## src/logic/gpp_params.svh

```systemverilog
// constants for the three-port pin block: offsets, field positions, resets
`ifndef GPP_PARAMS_SVH
`define GPP_PARAMS_SVH

// ==========================================================
// register indices (byte address is four times the index)
`define GPP_IDX_PORT_B 10'h09A
`define GPP_IDX_PORT_C 10'h09E
`define GPP_IDX_PORT_D 10'h0A2
`define GPP_IDX_PWRDN 10'h0DB
`define GPP_REGS_PER_PORT 10'h004

// ==========================================================
// register select within one port
`define GPP_SEL_VALUE 2'h0
`define GPP_SEL_DIR 2'h1
`define GPP_SEL_ALT1 2'h2
`define GPP_SEL_ALT2 2'h3

// ==========================================================
// power-down bit positions for ports b, c, d
`define GPP_PD_BIT_B 5
`define GPP_PD_BIT_C 6
`define GPP_PD_BIT_D 7
`define GPP_PD_MASK 8'hE0

// ==========================================================
// reset values
`define GPP_VALUE_RST 8'h00
`define GPP_DIR_RST 8'hFF
`define GPP_ALT_RST 8'h00
`define GPP_PWRDN_RST 8'h00
`define GPP_ZERO8 8'h00
`define GPP_ONES8 8'hFF
`define GPP_ZERO32 32'h0000_0000

// ==========================================================
// vectors: first pin vector and spacing between pins
`define GPP_VEC_BASE 8'h30
`define GPP_VEC_STEP 8'h02
`define GPP_NPINS 24
`define GPP_NPORTS 3

`endif

```

## src/logic/gpp_pkg.sv

```systemverilog
// types shared by the pin block modules
package gpp_pkg;

  // ==========================================================
  // pin operating modes
  typedef enum logic [3:0] {
    GPP_M_OUT,
    GPP_M_IN,
    GPP_M_ODRAIN,
    GPP_M_OSRC,
    GPP_M_RSVD,
    GPP_M_DUAL,
    GPP_M_ALT,
    GPP_M_LEVEL,
    GPP_M_SINGLE
  } gpp_mode_t;

  // ==========================================================
  // the four control registers of one port
  typedef struct packed {
    logic [7:0] value;
    logic [7:0] dir;
    logic [7:0] alt1;
    logic [7:0] alt2;
  } gpp_ctl_t;

  // register select decoded from an apb index
  typedef struct packed {
    logic hit;
    logic pwr;
    logic [1:0] port;
    logic [1:0] sel;
  } gpp_sel_t;

  // state of one port
  typedef struct packed {
    logic [7:0] smp;
    logic [7:0] prv;
    logic [7:0] pend;
    logic [7:0] out;
    logic [7:0] oe;
    logic [7:0] alt_in;
    logic [7:0] irq;
  } gpp_port_st_t;

  // state of the top: registers and bus answer
  typedef struct packed {
    gpp_ctl_t [2:0] ctl;
    logic [7:0] pwrdn;
    logic pready;
    logic pslverr;
    logic [31:0] prdata;
    logic [7:0] vec;
    logic irq_any;
  } gpp_top_st_t;

  // mode from alt2, alt1, direction bits of one pin
  function automatic gpp_mode_t gpp_decode(input logic a2, input logic a1,
                                           input logic d);
    case ({a2, a1, d})
      3'h0: gpp_decode = GPP_M_OUT;
      3'h1: gpp_decode = GPP_M_IN;
      3'h2: gpp_decode = GPP_M_ODRAIN;
      3'h3: gpp_decode = GPP_M_OSRC;
      3'h4: gpp_decode = GPP_M_DUAL;
      3'h5: gpp_decode = GPP_M_ALT;
      3'h6: gpp_decode = GPP_M_LEVEL;
      3'h7: gpp_decode = GPP_M_SINGLE;
      default: gpp_decode = GPP_M_RSVD;
    endcase
  endfunction

endpackage

```

## src/logic/gpp_port.sv

```systemverilog
// one eight-pin port: sampling, drivers and pin requests
`timescale 1ns/1ns
`include "gpp_params.svh"

module gpp_port (
  // clock and reset
  input wire logic clk,
  input wire logic rst,
  // port clock running, write-one clear pulses, control
  input wire logic en,
  input wire logic [7:0] clr,
  input gpp_pkg::gpp_ctl_t ctl,
  // pins and alternate function
  input wire logic [7:0] pin_in,
  input wire logic [7:0] alt_out,
  input wire logic [7:0] alt_oe,
  output logic [7:0] pin_out,
  output logic [7:0] pin_oe,
  output logic [7:0] alt_in,
  output logic [7:0] smp,
  output logic [7:0] irq
);
  import gpp_pkg::*;

  gpp_port_st_t st;
  gpp_port_st_t next_st;

  // per-pin mode decode, drivers and request logic
  always_comb begin
    gpp_mode_t m;
    logic rise;
    logic fall;
    m = GPP_M_IN;
    rise = 1'b0;
    fall = 1'b0;
    next_st = st;
    if (en) begin
      next_st.smp = pin_in;
      next_st.prv = st.smp;
      next_st.alt_in = st.smp;
      for (int i = 0; i < 8; i++) begin
        m = gpp_decode(ctl.alt2[i], ctl.alt1[i], ctl.dir[i]);
        rise = st.smp[i] & ~st.prv[i];
        fall = ~st.smp[i] & st.prv[i];
        next_st.out[i] = 1'b0;
        next_st.oe[i] = 1'b0;
        next_st.pend[i] = 1'b0;
        next_st.irq[i] = 1'b0;
        case (m)
          GPP_M_OUT: begin
            next_st.out[i] = ctl.value[i];
            next_st.oe[i] = 1'b1;
          end
          GPP_M_IN: begin
            next_st.oe[i] = 1'b0;
          end
          GPP_M_ODRAIN: begin
            next_st.oe[i] = ~ctl.value[i];
          end
          GPP_M_OSRC: begin
            next_st.out[i] = 1'b1;
            next_st.oe[i] = ctl.value[i];
          end
          GPP_M_DUAL: begin
            // set wins over a write-one clear in the same cycle
            next_st.pend[i] = rise | fall | (st.pend[i] & ~clr[i]);
            next_st.irq[i] = next_st.pend[i];
          end
          GPP_M_ALT: begin
            next_st.out[i] = alt_out[i];
            next_st.oe[i] = alt_oe[i];
          end
          GPP_M_LEVEL: begin
            next_st.irq[i] = (st.smp[i] == ctl.value[i]) &
                             (st.prv[i] == ctl.value[i]);
          end
          GPP_M_SINGLE: begin
            next_st.pend[i] = (ctl.value[i] ? rise : fall) |
                              (st.pend[i] & ~clr[i]);
            next_st.irq[i] = next_st.pend[i];
          end
          default: begin
            next_st.oe[i] = 1'b0;
          end
        endcase
      end
    end
  end

  // state register; a gated port holds its state
  always_ff @(posedge clk) begin
    if (rst) begin
      st <= '0;
    end else begin
      st <= next_st;
    end
  end

  assign pin_out = st.out;
  assign pin_oe = st.oe;
  assign alt_in = st.alt_in;
  assign smp = st.smp;
  assign irq = st.irq;

endmodule

```

## src/logic/gpp_prio.sv

```systemverilog
// fixed-priority encoder: lowest pin index wins
`timescale 1ns/1ns
`include "gpp_params.svh"

module gpp_prio (
  // requests, bit 0 highest priority
  input wire logic [23:0] req,
  // winner
  output logic valid,
  output logic [7:0] vec
);
  // scan from the lowest-priority end so the lowest index lands last
  always_comb begin
    valid = 1'b0;
    vec = `GPP_ZERO8;
    for (int i = `GPP_NPINS - 1; i >= 0; i--) begin
      if (req[i]) begin
        valid = 1'b1;
        vec = `GPP_VEC_BASE + 8'(i) * `GPP_VEC_STEP;
      end
    end
  end

endmodule

```

## src/logic/gpp_top.sv

```systemverilog
// three-port pin block with apb registers and vectored requests
`timescale 1ns/1ns
`include "gpp_params.svh"

module gpp_top (
  // clock and reset
  input wire logic clk,
  input wire logic rst,
  // apb slave
  input wire logic psel,
  input wire logic penable,
  input wire logic pwrite,
  input wire logic [11:0] paddr,
  input wire logic [31:0] pwdata,
  output logic pready,
  output logic pslverr,
  output logic [31:0] prdata,
  // pins, b in bits 7:0, c in 15:8, d in 23:16
  input wire logic [23:0] pin_in,
  output logic [23:0] pin_out,
  output logic [23:0] pin_oe,
  // alternate functions
  input wire logic [23:0] alt_out,
  input wire logic [23:0] alt_oe,
  output logic [23:0] alt_in,
  // requests toward the interrupt controller
  output logic [23:0] irq_req,
  output logic irq_any,
  output logic [7:0] irq_vector
);
  import gpp_pkg::*;

  // ==========================================================
  // address decode
  function automatic gpp_sel_t gpp_addr_dec(input logic [9:0] idx);
    gpp_sel_t s;
    s = '0;
    if (idx == `GPP_IDX_PWRDN) begin
      s.hit = 1'b1;
      s.pwr = 1'b1;
    end else if (idx >= `GPP_IDX_PORT_B &&
                 idx < `GPP_IDX_PORT_B + `GPP_REGS_PER_PORT) begin
      s.hit = 1'b1;
      s.port = 2'h0;
      s.sel = 2'(idx - `GPP_IDX_PORT_B);
    end else if (idx >= `GPP_IDX_PORT_C &&
                 idx < `GPP_IDX_PORT_C + `GPP_REGS_PER_PORT) begin
      s.hit = 1'b1;
      s.port = 2'h1;
      s.sel = 2'(idx - `GPP_IDX_PORT_C);
    end else if (idx >= `GPP_IDX_PORT_D &&
                 idx < `GPP_IDX_PORT_D + `GPP_REGS_PER_PORT) begin
      s.hit = 1'b1;
      s.port = 2'h2;
      s.sel = 2'(idx - `GPP_IDX_PORT_D);
    end
    gpp_addr_dec = s;
  endfunction

  // ==========================================================
  // state and port wiring
  gpp_top_st_t st;
  gpp_top_st_t next_st;
  logic [2:0] port_en;
  logic [2:0][7:0] clr;
  logic [23:0] smp;
  logic [23:0] irq_w;
  logic prio_valid;
  logic [7:0] prio_vec;

  // port clocks run unless their power-down bit is set
  assign port_en[0] = ~st.pwrdn[`GPP_PD_BIT_B];
  assign port_en[1] = ~st.pwrdn[`GPP_PD_BIT_C];
  assign port_en[2] = ~st.pwrdn[`GPP_PD_BIT_D];

  // three identical ports
  generate
    for (genvar p = 0; p < `GPP_NPORTS; p++) begin : g_port
      gpp_port u_port (
        .clk(clk),
        .rst(rst),
        .en(port_en[p]),
        .clr(clr[p]),
        .ctl(st.ctl[p]),
        .pin_in(pin_in[8*p +: 8]),
        .alt_out(alt_out[8*p +: 8]),
        .alt_oe(alt_oe[8*p +: 8]),
        .pin_out(pin_out[8*p +: 8]),
        .pin_oe(pin_oe[8*p +: 8]),
        .alt_in(alt_in[8*p +: 8]),
        .smp(smp[8*p +: 8]),
        .irq(irq_w[8*p +: 8])
      );
    end
  endgenerate

  // pick the highest-priority pending pin
  gpp_prio u_prio (
    .req(irq_w),
    .valid(prio_valid),
    .vec(prio_vec)
  );

  // ==========================================================
  // bus answer, register writes and clear pulses
  always_comb begin
    gpp_sel_t s;
    logic ok;
    logic wr;
    logic [7:0] rd;
    s = gpp_addr_dec(paddr[11:2]);
    ok = 1'b0;
    wr = 1'b0;
    rd = `GPP_ZERO8;
    next_st = st;
    clr = '0;
    // a port register is usable only while that port's clock runs
    ok = s.hit & (s.pwr | port_en[s.port]);
    wr = psel & penable & st.pready & pwrite & ok;
    case (s.sel)
      `GPP_SEL_VALUE: rd = smp[8*s.port +: 8];
      `GPP_SEL_DIR: rd = st.ctl[s.port].dir;
      `GPP_SEL_ALT1: rd = st.ctl[s.port].alt1;
      `GPP_SEL_ALT2: rd = st.ctl[s.port].alt2;
      default: rd = `GPP_ZERO8;
    endcase
    if (s.pwr) begin
      rd = st.pwrdn;
    end
    // answer in the first access cycle
    next_st.pready = psel & ~penable;
    if (psel & ~penable) begin
      next_st.pslverr = ~ok;
      next_st.prdata = (ok & ~pwrite) ? {24'h00_0000, rd} : `GPP_ZERO32;
    end else if (psel & penable & st.pready) begin
      next_st.pslverr = 1'b0;
      next_st.prdata = `GPP_ZERO32;
    end
    // writes take effect at the edge that completes the access
    if (wr) begin
      if (s.pwr) begin
        next_st.pwrdn = pwdata[7:0] & `GPP_PD_MASK;
      end else begin
        case (s.sel)
          `GPP_SEL_VALUE: begin
            next_st.ctl[s.port].value = pwdata[7:0];
            clr[s.port] = pwdata[7:0];
          end
          `GPP_SEL_DIR: next_st.ctl[s.port].dir = pwdata[7:0];
          `GPP_SEL_ALT1: next_st.ctl[s.port].alt1 = pwdata[7:0];
          `GPP_SEL_ALT2: next_st.ctl[s.port].alt2 = pwdata[7:0];
          default: next_st.pslverr = 1'b0;
        endcase
      end
    end
    // vector of the lowest pending pin
    next_st.vec = prio_valid ? prio_vec : `GPP_ZERO8;
    next_st.irq_any = prio_valid;
  end

  // state register
  always_ff @(posedge clk) begin
    if (rst) begin
      for (int p = 0; p < `GPP_NPORTS; p++) begin
        st.ctl[p].value <= `GPP_VALUE_RST;
        st.ctl[p].dir <= `GPP_DIR_RST;
        st.ctl[p].alt1 <= `GPP_ALT_RST;
        st.ctl[p].alt2 <= `GPP_ALT_RST;
      end
      st.pwrdn <= `GPP_PWRDN_RST;
      st.pready <= 1'b0;
      st.pslverr <= 1'b0;
      st.prdata <= `GPP_ZERO32;
      st.vec <= `GPP_ZERO8;
      st.irq_any <= 1'b0;
    end else begin
      st <= next_st;
    end
  end

  assign pready = st.pready;
  assign pslverr = st.pslverr;
  assign prdata = st.prdata;
  assign irq_req = irq_w;
  assign irq_any = st.irq_any;
  assign irq_vector = st.vec;

endmodule

```

## config.mk

```make
export PLATFORM = sky130hd
export DESIGN_NAME = gpp_top
export DESIGN_NICKNAME = d
export VERILOG_FILES = /design/src/logic/gpp_pkg.sv /design/src/logic/gpp_port.sv /design/src/logic/gpp_prio.sv /design/src/logic/gpp_top.sv
export VERILOG_INCLUDE_DIRS = /design/src /design/src/logic
export SDC_FILE = /design/constraint.sdc
export NUM_CORES = 1
export LEC_CHECK = 0
export BUFFER_PORTS_ARGS = -buffer_cell sky130_fd_sc_hd__buf_4
export CAP_MARGIN = 30
export CORE_UTILIZATION = 40
export DETAILED_ROUTE_END_ITERATION = 10
export GPL_TIMING_DRIVEN = 0
export PLACE_DENSITY = 0.68
export SKIP_LAST_GASP = 1
export SLEW_MARGIN = 10
export SYNTH_ARGS = -nofsm -noshare
export SYNTH_HDL_FRONTEND = slang
export SYNTH_HIERARCHICAL = 1
export SYNTH_SLANG_ARGS = --single-unit
```

## constraint.sdc

```tcl
create_clock -name clk -period 4 [get_ports clk]
set_clock_uncertainty 0.15 [all_clocks]
set_input_delay 0.4 -clock clk [delete_from_list [all_inputs] [get_ports clk]]
set_output_delay 0.4 -clock clk [all_outputs]
set_load 0.005 [all_outputs]
```

# [Yosys cells after proc, flatten, opt, wreduce, memory -nomap -nowiden]
# Memories as Yosys holds them, arrays and structs flattened. A register that Yosys moved wholly into a read port is not among the register bits.
# Cells that the tools add are included.
[classes] n_addsub=3 n_lt_le_gt_ge=8 n_eq_ne=196 n_shift=1 n_mux=276 bitwise_logic=281 n_reduce_logical=38
[ops] operator="96-bit bitwise mux" count=4
[ops] operator="96-bit one-hot mux with 4 select lines" count=1
[ops] operator="4-bit by 3-bit == test with 1-bit output (second input constant)" count=72
[ops] operator="32-bit demux with 2-bit select" count=4
[ops] operator="4-bit by 2-bit == test with 1-bit output (second input constant)" count=48
[ops] operator="3-bit 2-to-1 mux" count=48
[ops] operator="1-bit one-hot mux with 3 select lines" count=48
[ops] operator="24-bit 2-to-1 mux" count=5
[ops] operator="4-bit 2-to-1 mux" count=28
[ops] operator="7-bit 2-to-1 mux" count=16
[ops] operator="1-bit inverter" count=104
[ops] operator="1-bit bitwise AND" count=103
[ops] operator="4-bit == test (second input constant)" count=24
[ops] operator="4-bit zero test" count=24
[ops] operator="1-bit one-hot mux with 4 select lines" count=24
[ops] operator="1-bit bitwise OR" count=73
[ops] operator="33-bit 2-to-1 mux" count=2
[ops] operator="32-bit binary-select mux with 2-bit select" count=1
[ops] operator="1-bit 2-to-1 mux" count=54
[ops] operator="1-bit == test" count=48
[ops] operator="6-bit 2-to-1 mux" count=8
[ops] operator="1-bit one-hot mux with 2 select lines" count=24
[ops] operator="32-bit 2-to-1 mux" count=1
[ops] operator="8-bit 2-to-1 mux" count=4
[ops] operator="24 further kinds" count=35
[word_totals] reg_bits=286 mem_bits_ro=768 out_inout_bits=139 wordCells=868 n_memories=24
[mem_list] memory="(name not given)" depth=8 word_bits=4 rd=1 rd_clocked_by_memory_dff=1 write_ports=0 line_no="gpp_pkg.sv:60" rtl="case ({a2, a1, d})"
[mem_list] memory="(name not given)" depth=8 word_bits=4 rd=1 rd_clocked_by_memory_dff=1 write_ports=0 line_no="gpp_pkg.sv:60"
[mem_list] memory="(name not given)" depth=8 word_bits=4 rd=1 rd_clocked_by_memory_dff=1 write_ports=0 line_no="gpp_pkg.sv:60"
[mem_list] memory="(name not given)" depth=8 word_bits=4 rd=1 rd_clocked_by_memory_dff=1 write_ports=0 line_no="gpp_pkg.sv:60"
[mem_list] memory="(name not given)" depth=8 word_bits=4 rd=1 rd_clocked_by_memory_dff=1 write_ports=0 line_no="gpp_pkg.sv:60"
[mem_list] memory="(name not given)" depth=8 word_bits=4 rd=1 rd_clocked_by_memory_dff=1 write_ports=0 line_no="gpp_pkg.sv:60"
[mem_list] memory="+18 memories"

# [Logic depth before layout (Yosys ltp)]
[depth] ltp_word=26 ltp_mapped=14 depth_no_buf=12

# [Cells and area by module]
# Netlist, hierarchy kept.
[by_module_without_submodules] mod="gpp_top" n_inst=1 cells_each=690 area_each_um2=5945.7
[by_module_without_submodules] mod="gpp_port at g_port[2].u_port" n_inst=1 cells_each=519 area_each_um2=4050.1
[by_module_without_submodules] mod="gpp_port at g_port[1].u_port" n_inst=1 cells_each=521 area_each_um2=4035.1
[by_module_without_submodules] mod="gpp_port at g_port[0].u_port" n_inst=1 cells_each=502 area_each_um2=3952.5
[by_module_without_submodules] mod="gpp_prio" n_inst=1 cells_each=53 area_each_um2=299.0

# [Least setup slack after synthesis]
# No wires, ideal clock.
[synth_timing] path_kind="in2reg" from="in paddr[11]" to="reg g_port[2].u_port.st (netlist bit g_port[2].u_port/irq[2])" setup_time_ns=0.114 arrival_time_ns=2.856 required_time_ns=3.736 path_slack_ns=0.880 cell_stages=12 cell_sequence="nor4b_4 nand3_4 a32oi_2 buf_4 nor2_4 buf_2 and2_1 nand2b_1 nand2_1 nor4b_1 a311oi_1 a2111oi_0"
[synth_rtl] element="start: declaration" line_no="gpp_top.sv:13" rtl="input wire logic [11:0] paddr,"
[synth_rtl] element="end signal: assignment" line_no="gpp_port.sv:95" rtl="st <= next_st;"
[synth_rtl] element="end: declaration" line_no="gpp_port.sv:25" rtl="gpp_port_st_t st;"

==> impl_metrics.tcl <==
set metrics [dict create \
    setup_tns_ns 0 \
    drc 0 \
    netlist_area_um2 18300 \
    final_cell_mix "381 x buf_4, 262 x dfxtp_1, 219 x nor2_1" \
    yosysTopAreaCell "dfxtp_1" \
    grt_max_degree 13 \
    final_common_cell "buf_4" \
    drive_above_1_share 0.205 \
    cts_tree "yes" \
    crit_top_cell "buf_4" \
    synth.distinct_cells 110 \
    initial_core_util 0.410 \
    root_buffer "clkbuf_16" \
    avgViaCountPerCell 5.66 \
    dp_cells 3111 \
    maxCapViolCount 0 \
    clock.fmax_mhz 293 \
    clk_path_buf_depth 3 \
    overflow 0 \
    ir_drop_mv 0.205 \
    min_period_ns 3.41 \
    numCtsBuffers 34 \
    synth_ff_type "dfxtp_1" \
    criticalPathCategory "input pin to flip-flop" \
    wirelength_um 65700 \
    cp.arrival_ns 3.68 \
    p_leak_nw 9.42 \
    setup_violations 0 \
    cts_sinks 262 \
    port_buffers 207 \
    yosysTopAreaCellShare 0.287 \
    firstDrtPassIters 5 \
    grt_pass1_vias 17066 \
    ctsHtreeMaxLevel 2 \
    synth-async-reset-ratio 0 \
    clk_pin_slew_ns 0.06 \
    grt_pass1_wl_um 99200 \
    grt_usage 0.275 \
    crit_path_end_kind "flip-flop" \
    syn_avg_cell_area_um2 8.00 \
    ys_seq_elements 262 \
    worst_pin_slew_ns 0.949 \
    cts_resized 0 \
    start_kind "input pin" \
    gp_congestion 1.00 \
    rows 77 \
    cpMaxStageDelayCell "nor4b_2" \
    area_growth_pct 21.0 \
    pre_cts_slack_ns 0.118 \
    cp_max_fo 10 \
    coreArea_um2 44600 \
    rsz0062_at_grt "no" \
    timing.final.ws_setup_ns 0.587 \
    antenna_left 0 \
    synth_edf_count 0 \
    crit_path_cell_trace "buf_4 -> nor4b_2 -> o211ai_1 -> a32oi_2 -> buf_4 -> nor2_4 -> buf_2 -> and2_1 -> nand2b_1 -> nand2_1 -> nor4b_1 -> a311oi_1 -> a2111oi_0" \
    status "completed" \
    slew_headroom 0.362 \
    wire_per_inst_um 20.6 \
    fillers 4342 \
    die-width_um 216 \
    die_area_um2 46600 \
    ys_seq_area_frac 0.287 \
    fin_util 0.496 \
    nets 2801 \
    crit_path_max_incr_delay_ns 0.51 \
    drt_iter0_markers 1695 \
    synth_top_cells_by_area "dfxtp_1 29%, mux2i_1 7.5%, buf_4 7.1%, ha_1 6.8%, nor2_1 4.5%" \
    netlist_instances 2285 \
    grt_antenna_before_repair 1 \
    drv_slew 0 \
    min_period_over_period 0.853 \
    worst_hold_path_type "input pin to flip-flop" \
    route.vias.total 18098 \
    hold_violations 0 \
    clock_latency_ns 0.55 \
    finalNonFillerCells 3197 \
    ios 260 \
    dp_hpwl_um 50200 \
    die_h_um 216 \
    cp.required_ns 4.27 \
    powerDensity_nw_per_um2 285 \
    yosys_warnings 6 \
]
## critical path, delay by kind of cell
kind | cells | cell delay (ns)
simple gates | 6 | 1.38
buf+inv | 3 | 0.65
compound gates | 4 | 1.25
## logic make-up (layout without fill, tap and decap cells)
group / Yosys count / after routing / share of synthesized area
AND/OR/NAND/NOR: 850 / 850 / 0.241
AO/OA/AOI/OAI: 514 / 514 / 0.197
buffers and inverters: 398 / 693 / 0.120
flip-flops: 262 / 262 / 0.287
multiplexers: 142 / 142 / 0.0781
adder cells (fa/ha/maj): 99 / 99 / 0.0678
XOR/XNOR: 18 / 18 / 0.00862
other: 2 / 27 / 0.000411
## what timing repair did
| item | in CTS | in global routing |
|---|---|---|
| setup buffers | 0 | 0 |
| hold buffers | 26 | 0 |
| endpoints found under the hold margin | 28 | 0 |
| setup endpoints to repair | 0 | 0 |
## layer usage
metal	vias up	global-route usage	part of all wire
li1	8629	-	-
met1	8704	0.363	0.44
met2	655	0.453	0.46
met3	110	0.0403	0.070
met4	0	0.100	0.030
met5	-	0	0
## power by group
group | switching, W | total (W) | internal [W]
Clock | 0.00124 | 0.00320 | 0.00195
Sequential | 0.0000444 | 0.00268 | 0.00263
Combinational | 0.000238 | 0.000442 | 0.000203
## Yosys cell counts (46+ instances only)
library cell,n
dfxtp_1,262
nor2_1,219
nand2_1,211
buf_4,172
mux2i_1,137
a21oi_1,114
inv_1,108
ha_1,99
nor3_1,83
clkbuf_1,78
o21ai_0,67
a211oi_1,54
nand3_1,51
a31oi_1,49
nand2b_1,46
## area by class of cell
class,instances,area (um2),share of cell area
timing repair buffer,236,1840,0.0832
sequential,262,5250,0.237
antenna,1,2.50,0.000113
clock buffer,50,1090,0.0495
clock inverter,9,75.1,0.00339
inverter,111,417,0.0188
multi-input combinational,1649,10900,0.494
buffer,287,1780,0.0802
tap,592,741,0.0335
## per-stage QoR
step	hold WS, ns	power [W]	cell area (um2)
final	0.0357	0.00632	22100
after CTS	0.0204	0.00635	22100
after global placement	0.295	0.00314	20700
after floorplan	0.271	0.00293	18400
after global routing	0.0351	0.00651	22100
after detailed placement	0.300	0.00315	20700
## worst paths after layout
| check | from | slack (ns) | end | cells after the start |
|---|---|---|---|---|
| worst min-delay path | psel | 0.04 | pready$_SDFF_PP0_ | 3 |
| worst max-delay path | paddr[4] | 0.59 | g_port[2].u_port/irq[2]$_SDFFE_PP0P_ | 13 |
| worst max register to register | st[50]$_SDFFE_PP0P_ | 0.63 | g_port[1].u_port/irq[1]$_SDFFE_PP0P_ | 12 |
| worst min register to register | flip-flop | 0.31 | flip-flop | 2 |
Power figures use the tool's default switching activity.
